==> src/core/cmp_ctrl_pkg.sv <==
// Purpose: constants and types for the comparator output control block
// Assumes: avalon-mm register slave, 32-bit words, byte addresses
// Notes: one control word per comparator plus shared mirror and flags
package cmp_ctrl_pkg;
   localparam int num_cmp = 3;
   localparam logic [5:0] addr_mirror = 6'h00;
   localparam logic [5:0] addr_flags = 6'h04;
   localparam logic [5:0] addr_ctrl_base = 6'h10;
   localparam logic [5:0] addr_ctrl_step = 6'h04;
   // control word fields
   localparam int bit_on = 0;
   localparam int bit_pol = 1;
   localparam int bit_hys = 2;
   localparam int bit_sync = 3;
   localparam int bit_rise = 4;
   localparam int bit_fall = 5;
   localparam int bit_ie = 6;
   localparam int pch_lo = 8;
   localparam int nch_lo = 12;
   localparam logic [31:0] ctrl_mask = 32'h0000_777f;
   localparam logic [31:0] ctrl_reset = 32'h0000_0000;
   localparam logic [31:0] unmapped_value = 32'h0000_0000;
   // positive select codes
   localparam logic [2:0] pch_pin0 = 3'h0;
   localparam logic [2:0] pch_pin1 = 3'h1;
   localparam logic [2:0] pch_dac = 3'h5;
   localparam logic [2:0] pch_fvr = 3'h6;
   localparam logic [2:0] pch_gnd = 3'h7;
   // negative select codes: 0..4 pins, 6 reference, 7 ground
   localparam logic [2:0] nch_pin_max = 3'h4;
   localparam logic [2:0] nch_fvr = 3'h6;
   localparam logic [2:0] nch_gnd = 3'h7;

   typedef struct packed {
      logic [7:0] pos_sel; // one-hot: pin0,pin1,dac,fvr,gnd,-,-,-
      logic [7:0] neg_sel; // one-hot: pin0..pin4,fvr,gnd,-
      logic hys_on;
   } analog_ctl_t;
endpackage

==> src/core/comparator_output_control.sv <==
// Purpose: digital control around three analog comparators
// Assumes: timer clock input sampled on mclk_i, synchronous to it
// Notes: analog select lines are one-hot and all low while a comparator is off
//
// Overview of operation
// RULE_01 - mirror register shows outputs in bits 2..0
// RULE_02 - hysteresis applied only while its enable set
// RULE_03 - sync bit latches output to timer clock
// RULE_04 - latch captures on timer clock falling edge
// RULE_05 - latch uses post-prescaler timer clock
// RULE_06 - timer counts rising, latch updates falling
// RULE_07 - outputs offered as timer gate sources
// RULE_08 - software should enable sync for timer gating
// RULE_09 - separate rising and falling detectors per comparator
// RULE_10 - flag set by enabled rising or falling edge
// RULE_11 - request needs on, polarity, enables, global enables
// RULE_12 - software alone clears the interrupt flag
// RULE_13 - set wins over simultaneous software clear
// RULE_14 - polarity or enable toggling may set flag
// RULE_15 - positive select routes pin, dac, reference, ground
// RULE_16 - comparator off disconnects all its inputs
// RULE_17 - negative select routes five pins, reference, ground
// RULE_18 - software sets analog select and direction first
// RULE_19 - positive codes 001 pin1, 101 dac, 110 ref, 111 gnd
// RULE_20 - polarity bit inverts raw compare result
// RULE_21 - edges found against previous cycle's output
//
// The Avalon-MM slave port and the register addresses are this design's own decisions.
`timescale 1ns/1ps
`default_nettype none
module comparator_output_control (
   input wire logic mclk_i,
   input wire logic srst_i,
   input wire logic clk_en_i,
   input wire logic [5:0] avs_address_i,
   input wire logic avs_read_i,
   input wire logic avs_write_i,
   input wire logic [31:0] avs_writedata_i,
   input wire logic [3:0] avs_byteenable_i,
   output logic [31:0] avs_readdata_o,
   output logic avs_waitrequest_o,
   input wire logic [2:0] raw_compare_i,
   input wire logic timer_clk_i,
   input wire logic peripheral_irq_enable_i,
   input wire logic global_irq_enable_i,
   output cmp_ctrl_pkg::analog_ctl_t analog_ctl_o [3],
   output logic [2:0] gate_source_o,
   output logic [2:0] comparator_irq_flag_o,
   output logic [2:0] irq_request_o,
   output logic irq_o
);
   import cmp_ctrl_pkg::*;

   logic [31:0] ctrl [num_cmp];
   logic [2:0] flag;
   logic [2:0] latched;
   logic [2:0] result;
   logic [2:0] prev_result;
   logic [2:0] rise_hit;
   logic [2:0] fall_hit;
   logic tclk_prev;
   logic tclk_fall;
   logic ack;
   logic [31:0] next_rdata;
   logic [2:0] flag_clear;
   logic [31:0] be_mask;

   // index of the control word addressed, or num_cmp when none
   function automatic int ctrl_index(input logic [5:0] a);
      int r;
      r = num_cmp;
      for (int i = 0; i < num_cmp; i++) begin
         if (a == 6'(addr_ctrl_base + 6'(i) * addr_ctrl_step)) begin
            r = i;
         end
      end
      return r;
   endfunction

   // expand byte enables to a bit mask
   function automatic logic [31:0] lane_mask(input logic [3:0] be);
      logic [31:0] m;
      m = 32'h0000_0000;
      for (int i = 0; i < 4; i++) begin
         m[i*8 +: 8] = {8{be[i]}};
      end
      return m;
   endfunction

   // one wait state: waitrequest is low during the second cycle of a request
   always_ff @(posedge mclk_i) begin
      if (srst_i) begin
         ack <= 1'b0;
      end else if (clk_en_i) begin
         ack <= (avs_read_i || avs_write_i) && !ack;
      end
   end
   assign avs_waitrequest_o = (avs_read_i || avs_write_i) && !ack;

   assign be_mask = lane_mask(avs_byteenable_i);

   // control words
   always_ff @(posedge mclk_i) begin
      if (srst_i) begin
         for (int i = 0; i < num_cmp; i++) begin
            ctrl[i] <= ctrl_reset;
         end
      end else if (clk_en_i && avs_write_i && ack) begin
         for (int i = 0; i < num_cmp; i++) begin
            if (ctrl_index(avs_address_i) == i) begin
               ctrl[i] <= ((ctrl[i] & ~be_mask) |
                  (avs_writedata_i & be_mask)) & ctrl_mask;
            end
         end
      end
   end

   // write one to clear a flag in the flag register
   always_comb begin
      flag_clear = 3'h0;
      if (avs_write_i && ack && avs_address_i == addr_flags &&
          avs_byteenable_i[0]) begin
         flag_clear = avs_writedata_i[2:0];
      end
   end

   // read data
   always_comb begin
      next_rdata = unmapped_value;
      if (avs_address_i == addr_mirror) begin
         next_rdata = {29'h0, result}; // RULE_01
      end else if (avs_address_i == addr_flags) begin
         next_rdata = {29'h0, flag};
      end else if (ctrl_index(avs_address_i) < num_cmp) begin
         for (int i = 0; i < num_cmp; i++) begin
            if (ctrl_index(avs_address_i) == i) begin
               next_rdata = ctrl[i];
            end
         end
      end
   end

   always_ff @(posedge mclk_i) begin
      if (srst_i) begin
         avs_readdata_o <= 32'h0000_0000;
      end else if (clk_en_i && avs_read_i && !ack) begin
         avs_readdata_o <= next_rdata;
      end
   end

   // timer clock falling edge; timer counts on the rising edge,
   // so a latched change never lands on a count
   always_ff @(posedge mclk_i) begin
      if (srst_i) begin
         tclk_prev <= 1'b0;
      end else if (clk_en_i) begin
         tclk_prev <= timer_clk_i;
      end
   end
   assign tclk_fall = tclk_prev && !timer_clk_i; // RULE_04 RULE_05 RULE_06

   // polarity applied before the latch, so the latch holds the output
   always_ff @(posedge mclk_i) begin
      if (srst_i) begin
         latched <= 3'h0;
      end else if (clk_en_i && tclk_fall) begin
         for (int i = 0; i < num_cmp; i++) begin
            latched[i] <= (raw_compare_i[i] & ctrl[i][bit_on]) ^
               ctrl[i][bit_pol]; // RULE_04
         end
      end
   end

   // off comparator reads as zero before polarity, so toggling on or
   // polarity moves the output even while off
   always_comb begin
      for (int i = 0; i < num_cmp; i++) begin
         if (ctrl[i][bit_sync]) begin
            result[i] = latched[i]; // RULE_03
         end else begin
            result[i] = (raw_compare_i[i] & ctrl[i][bit_on]) ^
               ctrl[i][bit_pol]; // RULE_20 RULE_14
         end
      end
   end

   always_ff @(posedge mclk_i) begin
      if (srst_i) begin
         prev_result <= 3'h0;
         gate_source_o <= 3'h0;
      end else if (clk_en_i) begin
         prev_result <= result; // RULE_21
         gate_source_o <= result; // RULE_07
      end
   end

   assign rise_hit = result & ~prev_result; // RULE_09
   assign fall_hit = ~result & prev_result; // RULE_09

   always_ff @(posedge mclk_i) begin
      if (srst_i) begin
         flag <= 3'h0;
      end else if (clk_en_i) begin
         for (int i = 0; i < num_cmp; i++) begin
            if ((rise_hit[i] && ctrl[i][bit_rise]) ||
                (fall_hit[i] && ctrl[i][bit_fall])) begin
               flag[i] <= 1'b1; // RULE_10 RULE_13
            end else if (flag_clear[i]) begin
               flag[i] <= 1'b0; // RULE_12
            end
         end
      end
   end
   assign comparator_irq_flag_o = flag;

   always_comb begin
      for (int i = 0; i < num_cmp; i++) begin
         irq_request_o[i] = flag[i] && ctrl[i][bit_ie] && ctrl[i][bit_on] &&
            ctrl[i][bit_pol] && (ctrl[i][bit_rise] || ctrl[i][bit_fall]) &&
            peripheral_irq_enable_i && global_irq_enable_i; // RULE_11
      end
   end
   assign irq_o = |irq_request_o;

   // analog steering
   always_comb begin
      for (int i = 0; i < num_cmp; i++) begin
         logic [2:0] p;
         logic [2:0] n;
         p = ctrl[i][pch_lo +: 3];
         n = ctrl[i][nch_lo +: 3];
         analog_ctl_o[i].pos_sel = 8'h00;
         analog_ctl_o[i].neg_sel = 8'h00;
         analog_ctl_o[i].hys_on = ctrl[i][bit_hys] && ctrl[i][bit_on]; // RULE_02
         if (ctrl[i][bit_on]) begin // RULE_16
            if (p == pch_pin0) begin
               analog_ctl_o[i].pos_sel = 8'h01; // RULE_15
            end else if (p == pch_pin1) begin
               analog_ctl_o[i].pos_sel = 8'h02; // RULE_19
            end else if (p == pch_dac) begin
               analog_ctl_o[i].pos_sel = 8'h04; // RULE_19
            end else if (p == pch_fvr) begin
               analog_ctl_o[i].pos_sel = 8'h08; // RULE_19
            end else if (p == pch_gnd) begin
               analog_ctl_o[i].pos_sel = 8'h10; // RULE_19
            end
            if (n <= nch_pin_max) begin
               analog_ctl_o[i].neg_sel = 8'(8'h01 << n); // RULE_17
            end else if (n == nch_fvr) begin
               analog_ctl_o[i].neg_sel = 8'h20; // RULE_17
            end else if (n == nch_gnd) begin
               analog_ctl_o[i].neg_sel = 8'h40; // RULE_17
            end
         end
      end
   end

   // assertions
   a_mirror_bits: assert property (@(posedge mclk_i) disable iff (srst_i)
      clk_en_i && avs_read_i && !ack && avs_address_i == addr_mirror |=>
      avs_readdata_o == {29'h0, $past(result)}) // RULE_01
      else $error("mirror read mismatch");
   a_flag_set_wins: assert property (@(posedge mclk_i) disable iff (srst_i)
      clk_en_i && rise_hit[0] && ctrl[0][bit_rise] |=> flag[0]) // RULE_13
      else $error("rising edge lost");
   a_fall_set: assert property (@(posedge mclk_i) disable iff (srst_i)
      clk_en_i && fall_hit[1] && ctrl[1][bit_fall] |=> flag[1]) // RULE_10
      else $error("falling edge lost");
   a_flag_sticky: assert property (@(posedge mclk_i) disable iff (srst_i)
      flag[2] && !flag_clear[2] |=> flag[2]) // RULE_12
      else $error("flag dropped without clear");
   a_off_disconnect: assert property (@(posedge mclk_i) disable iff (srst_i)
      !ctrl[0][bit_on] |-> analog_ctl_o[0].pos_sel == 8'h00 &&
      analog_ctl_o[0].neg_sel == 8'h00) // RULE_16
      else $error("inputs routed while off");
   a_hys_gate: assert property (@(posedge mclk_i) disable iff (srst_i)
      analog_ctl_o[1].hys_on |-> ctrl[1][bit_hys]) // RULE_02
      else $error("hysteresis without enable");
   a_sync_hold: assert property (@(posedge mclk_i) disable iff (srst_i)
      ctrl[0][bit_sync] && !tclk_fall && $stable(ctrl[0]) |=>
      $stable(latched[0])) // RULE_04
      else $error("latch moved off falling edge");
   a_irq_gate: assert property (@(posedge mclk_i) disable iff (srst_i)
      irq_o |-> peripheral_irq_enable_i && global_irq_enable_i) // RULE_11
      else $error("irq without global enables");
   a_gate_follow: assert property (@(posedge mclk_i) disable iff (srst_i)
      clk_en_i |=> gate_source_o == $past(result)) // RULE_07
      else $error("gate source stale");
   a_wait_once: assert property (@(posedge mclk_i) disable iff (srst_i)
      avs_read_i && !ack && clk_en_i |=> !avs_waitrequest_o)
      else $error("slave did not answer");

   a_pass_plain: assert property (@(posedge mclk_i) // RULE_20
      disable iff (srst_i) ctrl[0][bit_on] && !ctrl[0][bit_sync] &&
      !ctrl[0][bit_pol] |-> result[0] == raw_compare_i[0])
      else $error("output not following compare");
   a_pass_invert: assert property (@(posedge mclk_i) // RULE_20
      disable iff (srst_i) ctrl[0][bit_on] && !ctrl[0][bit_sync] &&
      ctrl[0][bit_pol] |-> result[0] != raw_compare_i[0])
      else $error("polarity not inverting");
   a_latch_take: assert property (@(posedge mclk_i) // RULE_04
      disable iff (srst_i) clk_en_i && tclk_fall && ctrl[1][bit_on] &&
      !ctrl[1][bit_pol] |=> latched[1] == $past(raw_compare_i[1]))
      else $error("latch missed falling edge");
   a_tclk_fall: assert property (@(posedge mclk_i) // RULE_05
      disable iff (srst_i) $past(clk_en_i) && tclk_fall |->
      $past(timer_clk_i) && !timer_clk_i)
      else $error("false timer clock edge");
   a_sync_select: assert property (@(posedge mclk_i) // RULE_03
      disable iff (srst_i) ctrl[2][bit_sync] |-> result[2] == latched[2])
      else $error("sync output not latched");
   a_rise_flag: assert property (@(posedge mclk_i) // RULE_10
      disable iff (srst_i) clk_en_i && rise_hit[1] && ctrl[1][bit_rise]
      |=> flag[1])
      else $error("rising edge lost");
   a_fall_flag: assert property (@(posedge mclk_i) // RULE_10
      disable iff (srst_i) clk_en_i && fall_hit[2] && ctrl[2][bit_fall]
      |=> flag[2])
      else $error("falling edge lost");
   a_no_spurious: assert property (@(posedge mclk_i) // RULE_10
      disable iff (srst_i) clk_en_i && !flag[0] && !rise_hit[0] &&
      !fall_hit[0] |=> !flag[0])
      else $error("flag set without edge");
   a_clear_works: assert property (@(posedge mclk_i) // RULE_12
      disable iff (srst_i) clk_en_i && flag_clear[1] && !rise_hit[1] &&
      !fall_hit[1] |=> !flag[1])
      else $error("flag clear ignored");
   a_prev_track: assert property (@(posedge mclk_i) // RULE_21
      disable iff (srst_i) clk_en_i |=> prev_result == $past(result))
      else $error("previous output stale");
   a_pos_ground: assert property (@(posedge mclk_i) // RULE_19
      disable iff (srst_i) ctrl[0][bit_on] && ctrl[0][pch_lo +: 3] ==
      pch_gnd |-> analog_ctl_o[0].pos_sel == 8'h10)
      else $error("positive ground not routed");
   a_neg_ground: assert property (@(posedge mclk_i) // RULE_17
      disable iff (srst_i) ctrl[0][bit_on] && ctrl[0][nch_lo +: 3] ==
      nch_gnd |-> analog_ctl_o[0].neg_sel == 8'h40)
      else $error("negative ground not routed");
   a_cen_freeze: assert property (@(posedge mclk_i) disable iff (srst_i)
      !clk_en_i |=> $stable(flag) && $stable(gate_source_o) &&
      $stable(latched))
      else $error("state moved while frozen");

   c_rise_flag: cover property (@(posedge mclk_i) rise_hit[0] ##1 flag[0]);
   c_cen_freeze: cover property (@(posedge mclk_i) !clk_en_i ##1 clk_en_i);
   c_clear_race: cover property (@(posedge mclk_i)
      flag_clear[0] && rise_hit[0] && ctrl[0][bit_rise]);
   c_sync_latch: cover property (@(posedge mclk_i)
      ctrl[1][bit_sync] && tclk_fall);
   c_irq: cover property (@(posedge mclk_i) irq_o);
endmodule
`default_nettype wire

==> config.mk <==
export PLATFORM = sky130hd
export DESIGN_NAME = comparator_output_control
export DESIGN_NICKNAME = d
export VERILOG_FILES = /design/src/core/cmp_ctrl_pkg.sv /design/src/core/comparator_output_control.sv
export SDC_FILE = /design/constraint.sdc
export NUM_CORES = 1
export LEC_CHECK = 0
export BUFFER_PORTS_ARGS = -buffer_cell sky130_fd_sc_hd__buf_4
export CAP_MARGIN = 10
export CORE_MARGIN = 5
export CORE_UTILIZATION = 45
export DETAILED_ROUTE_END_ITERATION = 8
export PLACE_DENSITY = 0.74
export SYNTH_ARGS = -nofsm -noshare
export SYNTH_HDL_FRONTEND = slang
export SYNTH_SLANG_ARGS = --single-unit
==> constraint.sdc <==
create_clock -name mclk_i -period 1.6 [get_ports mclk_i]
set_clock_uncertainty 0.05 [all_clocks]
set_input_delay 0.16 -clock mclk_i [delete_from_list [all_inputs] [get_ports mclk_i]]
set_output_delay 0.16 -clock mclk_i [all_outputs]
set_load 0.01 [all_outputs]
* After elaboration in Yosys (flattened, before gate mapping)
Memories as Yosys holds them, arrays and structs flattened.
Index checks and enable logic that the tools add are counted.
** Cells by class
- Shift operators :: 3
- Eq/ne operators :: 26
- Order comparisons :: 4
- Bitwise gates (word level) :: 21
- Reductions and logical operators :: 59
- Multiplexer cells :: 70
** Operator list (count)
- $mux W32 :: 15
- $mux W13 :: 6
- $mux W5 :: 15
- $eq A32 B2 Y1 const B :: 2
- $eq A32 B3 Y1 const B :: 2
- $logic_not A32 Y1 :: 2
- $and A15 B15 Y15 :: 4
- $eq A3 B3 Y1 const B :: 15
- $or A15 B15 Y15 :: 3
- $mux W7 :: 6
- $logic_and A1 B1 Y1 :: 37
- $lt A32 B3 Y1 const B :: 1
- $mux W8 :: 3
- $shl A1 B3 Y8 const A :: 3
- $mux W1 :: 23
- $eq A6 B5 Y1 const B :: 3
- $not A15 Y15 :: 1
- $eq A3 B1 Y1 const B :: 3
- $le A3 B3 Y1 const B :: 3
- $logic_not A3 Y1 :: 3
- $logic_or A1 B1 Y1 :: 7
- $and A3 B3 Y3 :: 2
- $eq A6 B3 Y1 const B :: 1
- $logic_not A6 Y1 :: 1
- other kinds (10) :: 22
** Storage, ports and cells
- Memories :: 1
- Bits of input ports :: 53
- Memory bits (writable) :: 39
- Logic and storage cells :: 192
- Output and inout bits :: 94
- Register bits :: 43
** Memories
- ctrl :: words 3, bits a word 13, rd ports 3, clocked after Yosys merged registers in 0, wr ports 3, RTL line comparator_output_control.sv:54 : logic [31:0] ctrl [num_cmp];

* Longest topological paths before layout
Gate-level depths: netlist (run 1).
- Depth after elaboration :: 17
- Depth in mapped cells :: 7

* Worst setup path after synthesis (run 1)
Ideal clock, no wire load.
- Kind :: input-to-reg
- Start point :: input port avs_address_i[2]
- End point :: memory ctrl[0][13] (netlist name), enable pin
- Arrival :: 1.228 ns
- Stages on the path :: 5
- Path buffers :: 2
- Setup slack :: -0.030 ns
- Cells stage by stage :: buf_4 nor4b_4 and2_1 buf_4 a21o_1
** RTL lines
- start, declared :: RTL line comparator_output_control.sv:35 : input wire logic [5:0] avs_address_i,
- end, declared :: RTL line comparator_output_control.sv:54

==> results of run 1 <==
cell type report:
| type | instances | share of cell area [%] |
|---|---|---|
| Multi-Input combinational cell | 321 | 40.2 |
| Sequential cell | 63 | 32.1 |
| Timing Repair Buffer | 133 | 20.9 |
| Clock buffer | 11 | 2.55 |
| Tap cell | 105 | 2.55 |
| Clock inverter | 5 | 1.41 |
| Inverter | 4 | 0.291 |
power groups by stage:
stage          combinational, mW  sequential [mW]  clock (mW)
6_report                   0.517             1.84        1.47
5_1_grt                    0.555             1.84        1.57
4_1_cts                    0.464             1.83        1.48
3_5_place_dp               0.447             1.86           0
3_3_place_gp               0.443             1.86           0
2_1_floorplan              0.306             1.85           0
path summary, 6_finish.rpt:
path / from / end / slack, ns / depth (start not counted)
max: ctrl[0][27] / irq_o / -0.15 / 5
min: timer_clk_i / tclk_prev / 0.02 / 3
max reg2reg: ctrl[0][1] / avs_readdata_o[0] / -0.06 / 6
min reg2reg: tclk_prev / tclk_prev / 0.45 / 2
through the flow:
stage / cell area, um^2 / hold WS, ns / worst slack, ns / util (%) / power (mW)
finish: 5150 / 0.0180 / -0.151 / 63.0 / 3.83
global route: 5150 / 0.0414 / -0.205 / 63.0 / 3.97
CTS: 4870 / 0.00658 / -0.157 / 59.6 / 3.77
detailed placement: 4580 / 0.363 / 0.0244 / 56.0 / 2.31
global placement: 4580 / 0.357 / 0.0682 / 56.0 / 2.30
floorplan: 3870 / 0.257 / 0.0906 / - / 2.15
what timing repair did:
action	4_1_cts	5_1_grt
gates resized for setup	8	41
pin swaps	3	4
hold endpoints to repair	0	0
setup buffers	6	10
endpoints found under the setup margin	13	28
gates cloned	0	1
per-layer routing:
layer / global-route usage [%] / part of all wire [%] / vias up
li1: - / - / 1647
met1: 27.2 / 40 / 1705
met3: 3.37 / 6.7 / 14
met5: 0 / 0 / -
met4: 6.44 / 1.4 / 0
met2: 34.1 / 51 / 152
critical path, cell delays in order, from the launching register on:
cell	delay, ns
edfxtp_1	0.40
buf_6	0.14
nand4_1	0.10
nor3_2	0.06
or3_1	0.38
buf_6	0.13
cells by family after synthesis:
logic type                count (synthesis)  share of synthesized area (%)
buffers and inverters                    55                           9.44
DFF                                      63                           44.0
AOI/OAI and AO/OA                        96                           16.2
other                                     1                         0.0999
muxes                                    11                           3.07
xor gates and xnor gates                  3                          0.700
and+or+nand+nor                         180                           26.5
flip-flops by register name, summed over array words and instances, names as in the netlist:
name and flops:
comparator_irq_flag_o 3, latched 3, avs_readdata_o 13, prev_result 3, ack 1, ctrl 39
tclk_prev 1
cell usage after synthesis, drive strengths merged (4+ instances only):
library cell and number:
nor4b 6, dfxtp 24, nor3 14, nand2b 47
and2 5, buf 41, mux2i 7, inv 4
nor2 38, clkbuf 10, o21ai 18, a22oi 20
nand3 7, mux2 4, nor3b 4, nor2b 9
nand2 36, a21oi 41, edfxtp 39
==> flow_summary.yaml, run 1 <==
status:
  outcome: "finished, violations left"
  violations: "negative setup slack"
power:
  p_clk_share_pct: 38.5
  swShare_pct: 24.9
  p_sw_uw: 952
  p_leak_nw: 2.10
  power_density_mw_per_mm2: 743
  vdd_drop_max_mv: 0.557
  power_frac_seq_pct: 48.0
  p_int_mw: 2.88
  comb_power_share_pct: 13.5
global_route:
  grt_pass1_vias: 3208
  grt_use_total_pct: 20.4
  grt_pass1_wl_um: 16300
  grt_overflow_total: 0
  antenna_found_initial: 0
  grt_max_degree: 40
routing:
  post-route-drc-count: 0
  drt_wl_total_um: 11400
  dr.pass1.iters: 5
  vias: 3518
  ant_nets: 0
  dr.first_iter.drc_count: 281
  vias_per_cell: 5.48
  wire_per_inst_um: 17.8
synth:
  syn_avg_cell_area_um2: 9.17
  async_flop_share_pct: 0
  synthTopCellsByArea: "edfxtp_1, dfxtp_1, nand2b_1"
  synth_warnings: 0
  synth_edf_count: 39
  synthCells: 409
  yosys.cell_types.count: 49
  synth_top_area_share_pct: 31.2
  synth_area_leader_cell: "edfxtp_1"
  synth_area_mm2: 0.00375
  ys.flop_type: "edfxtp_1"
  ys_seq_elements: 63
  synth_seq_area_share_pct: 44.0
floorplanning:
  coreArea_mm2: 0.00818
  die_h_um: 101
  die_area_mm2: 0.0103
  start_util_pct: 45.9
  row_count: 33
  io_pins: 147
  die_w_um: 101
finish:
  final_cell_count_no_fill: 642
  insertedDiodeCount: 0
  nets: 585
  fillers: 680
  regArea_mm2: 0.00165
  syn_to_final_growth_pct: 37.3
  final_cell_mix: "buf_4, nand2b_1, a21oi_1, edfxtp_1, nor2_1"
  final_common_cell: "buf_4"
  drive_above_1_share_pct: 35.4
  multi_input_area_mm2: 0.00207
place:
  place_congestion: 0.854
  portBuffers: 94
  placedCellCount: 609
  hpwl_um: 7830
critical_path:
  end_kind: "output pin"
  worstPathRequired_ns: 1.39
  critical_path_arrival_ns: 1.54
  critical_path_class: "flop to output pin"
  crit_fanout: 2
  worstSetupStartpointType: "flop"
timing:
  setup_viol: 7
  timing.final.crit_share_pct: 109
  slew_violations: 0
  period_minus_slack_ns: 1.75
  final.setup.tns_ns: -0.334
  hold_viol: 0
  setup_ws_ns: -0.151
  rsz0062_at_grt: "true"
  max_freq_mhz: 571
hold_path:
  min_path_type: "input pin to flop"
clocking:
  h-tree-depth: 3
  root_buffer: "clkbuf_8"
  cts_inserted_buffers: 9
  cts_tree: "done"
  clk_pin_slew_worst_paths_ns: 0.07
  clk_latency_ns: 0.33
  ctsLongestPathBuffers: 2
  cts_sinks: 63
  ctsHoldBuffers: 0
flow_run:
  max-cap-violations: 0
Note: power is estimated with default switching activity, not from simulation.
==> run 2: changes to the inputs <==
GPL_ROUTABILITY_DRIVEN = 0   (was unset)
PLACE_DENSITY = 0.85   (was 0.74)
==> flow_summary.yaml, run 2 (same netlist as run 1, synthesis figures left out) <==
routing:
  dr.pass1.iters: 5
  ant_nets: 0
  drt_wl_total_um: 12300
  vias: 3689
  dr.first_iter.drc_count: 310
  wire_per_inst_um: 19.1
  vias_per_cell: 5.71
  post-route-drc-count: 0
place:
  hpwl_um: 7990
  dpl-instance-area_mm2: 0.00455
  place_ws_ns: -0.0362
  portBuffers: 94
  placedCellCount: 607
power:
  power_density_mw_per_mm2: 703
  vdd_drop_max_mv: 0.405
  p_sw_uw: 999
  p_clk_share_pct: 35.0
  p_int_mw: 2.67
  p_leak_nw: 2.12
  swShare_pct: 27.2
  comb_power_share_pct: 14.9
  power_frac_seq_pct: 50.1
clocking:
  clk_latency_ns: 0.35
  clk_pin_slew_worst_paths_ns: 0.07
  cts_sinks: 63
  cts_tree: "done"
  h-tree-depth: 3
  root_buffer: "clkbuf_8"
  ctsLongestPathBuffers: 2
  cts_inserted_buffers: 9
  ctsHoldBuffers: 0
critical_path:
  critical_path_class: "flop to flop"
  crit_family: "compound AO/OA/AOI/OAI gates"
  path_common_cell: "buf_6"
  end_kind: "flop"
  critical_path.cell_chain: "buf_6, buf_6, nor4bb_4, a221o_1, mux2_4, o21ai_2"
  worstPathRequired_ns: 1.84
  r2r-start: "ctrl[0][0]"
  slowest_stage: "edfxtp_1"
  cpPeakStageDelay_ns: 0.45
  critical_path_arrival_ns: 1.99
  r2r-end: "comparator_irq_flag_o[0]"
  rr_worst_depth: 6
  crit_buf_inv: 2
  crit_fanout: 3
  worstSetupStartpointType: "flop"
  worst-path-stages: 6
  reg2reg_slack_ns: -0.15
floorplanning:
  die_w_um: 101
  die_h_um: 101
  row_count: 33
  start_util_pct: 45.9
  coreArea_mm2: 0.00818
  die_area_mm2: 0.0103
  io_pins: 147
timing:
  setup_ws_ns: -0.153
  rsz0062_at_grt: "true"
  setup_viol: 22
  period_minus_slack_ns: 1.75
  timing.final.crit_share_pct: 110
  hold_viol: 0
  tightest_slew_ns: 0.506
  max_freq_mhz: 570
  slew_violations: 0
  holdWs_ns: 0.0290
  slew_headroom_pct: 66.2
finish:
  stdcell_area_mm2: 0.00521
  syn_to_final_growth_pct: 38.9
  top_register: "ctrl"
  insertedDiodeCount: 0
  drive_above_1_share_pct: 37.9
  nets: 589
  fillers: 622
  final_common_cell: "buf_4"
  largest_reg_flops: 39
  reg.largest.list: "ctrl x39, avs_readdata_o x13"
  final_cell_mix: "buf_4, nand2b_1, a21oi_1, edfxtp_1"
  final_cell_count_no_fill: 646
global_route:
  grt_use_total_pct: 21.3
  grt_max_degree: 40
  antenna_found_initial: 0
  grt_overflow_total: 0
  grt_pass1_wl_um: 17000
  grt_pass1_vias: 3329
hold_path:
  hold_path_end: "tclk_prev"
  holdPathStages: 3
  worstHoldStart: "timer_clk_i"
  min_path_type: "input pin to flop"
flow_run:
  max-cap-violations: 0
status:
  violations: "negative setup slack"
  outcome: "finished, violations left"
[run 2: cell types whose count changed in the layout (fill, tap and decap cells not counted), sizes merged]
cell and change:
bufinv -2, buf +4, clkbuf +1, clkinv +1
[run 2: how the worst max path moves through the flow]
stage	start	to	slack [ns]
after floorplan	avs_address_i[2]	ctrl[0][13]	0.09
after CTS	ctrl[0][27]	irq_o	-0.13
final	ctrl[0][0]	comparator_irq_flag_o[0]	-0.15
after global placement	avs_address_i[5]	avs_readdata_o[14]	0.04
after detailed placement	avs_address_i[1]	avs_readdata_o[5]	-0.04
after global routing	ctrl[0][0]	comparator_irq_flag_o[0]	-0.21
[run 2: metrics by stage]
stage                     total power [mW]  util [%]  setup TNS (ns)
after floorplan                       2.15         -               0
after global placement                2.29      55.7               0
after detailed placement              2.31      55.7          -0.221
after CTS                             3.57      59.7          -0.151
after global routing                  3.79      63.8           -2.41
final                                 3.66      63.8          -0.897
[run 2: power groups by stage]
| stage | Clock, mW | Combinational [mW] | Sequential, mW |
|---|---|---|---|
| after floorplan | 0 | 0.306 | 1.85 |
| after global placement | 0 | 0.437 | 1.86 |
| after detailed placement | 0 | 0.448 | 1.86 |
| after CTS | 1.27 | 0.477 | 1.82 |
| after global routing | 1.37 | 0.580 | 1.84 |
| final | 1.28 | 0.547 | 1.83 |
[run 2: worst register-to-register path, stage by stage, from the launching register on]
cell      delay, ns
edfxtp_1       0.45
buf_6          0.16
buf_6          0.11
nor4bb_4       0.14
a221o_1        0.36
mux2_4         0.33
o21ai_2        0.10
[run 2: what timing repair did]
item	in CTS	in global routing
pin swaps	4	12
gates cloned	0	1
buffers inserted	10	13
endpoints found under the setup margin	21	44
gates resized for setup	15	55
[run 2: cell type report]
cell class / instances / area (um^2) / area share (%)
Multi-Input combinational cell: 321 / 2120 / 40.7
Sequential cell: 63 / 1650 / 31.7
Timing Repair Buffer: 137 / 1120 / 21.5
Clock buffer: 12 / 156 / 3.00
Tap cell: 105 / 131 / 2.52
Clock inverter: 4 / 20.0 / 0.384
Inverter: 4 / 15.0 / 0.288
[run 2: routing by layer]
| layer | track usage, % | vias up | share of wire [%] |
|---|---|---|---|
| li1 | - | 1653 | - |
| met4 | 10.7 | 0 | 3.1 |
| met3 | 4.61 | 33 | 9.0 |
| met2 | 34.4 | 251 | 50 |
| met5 | 0 | - | 0 |
| met1 | 26.8 | 1752 | 38 |
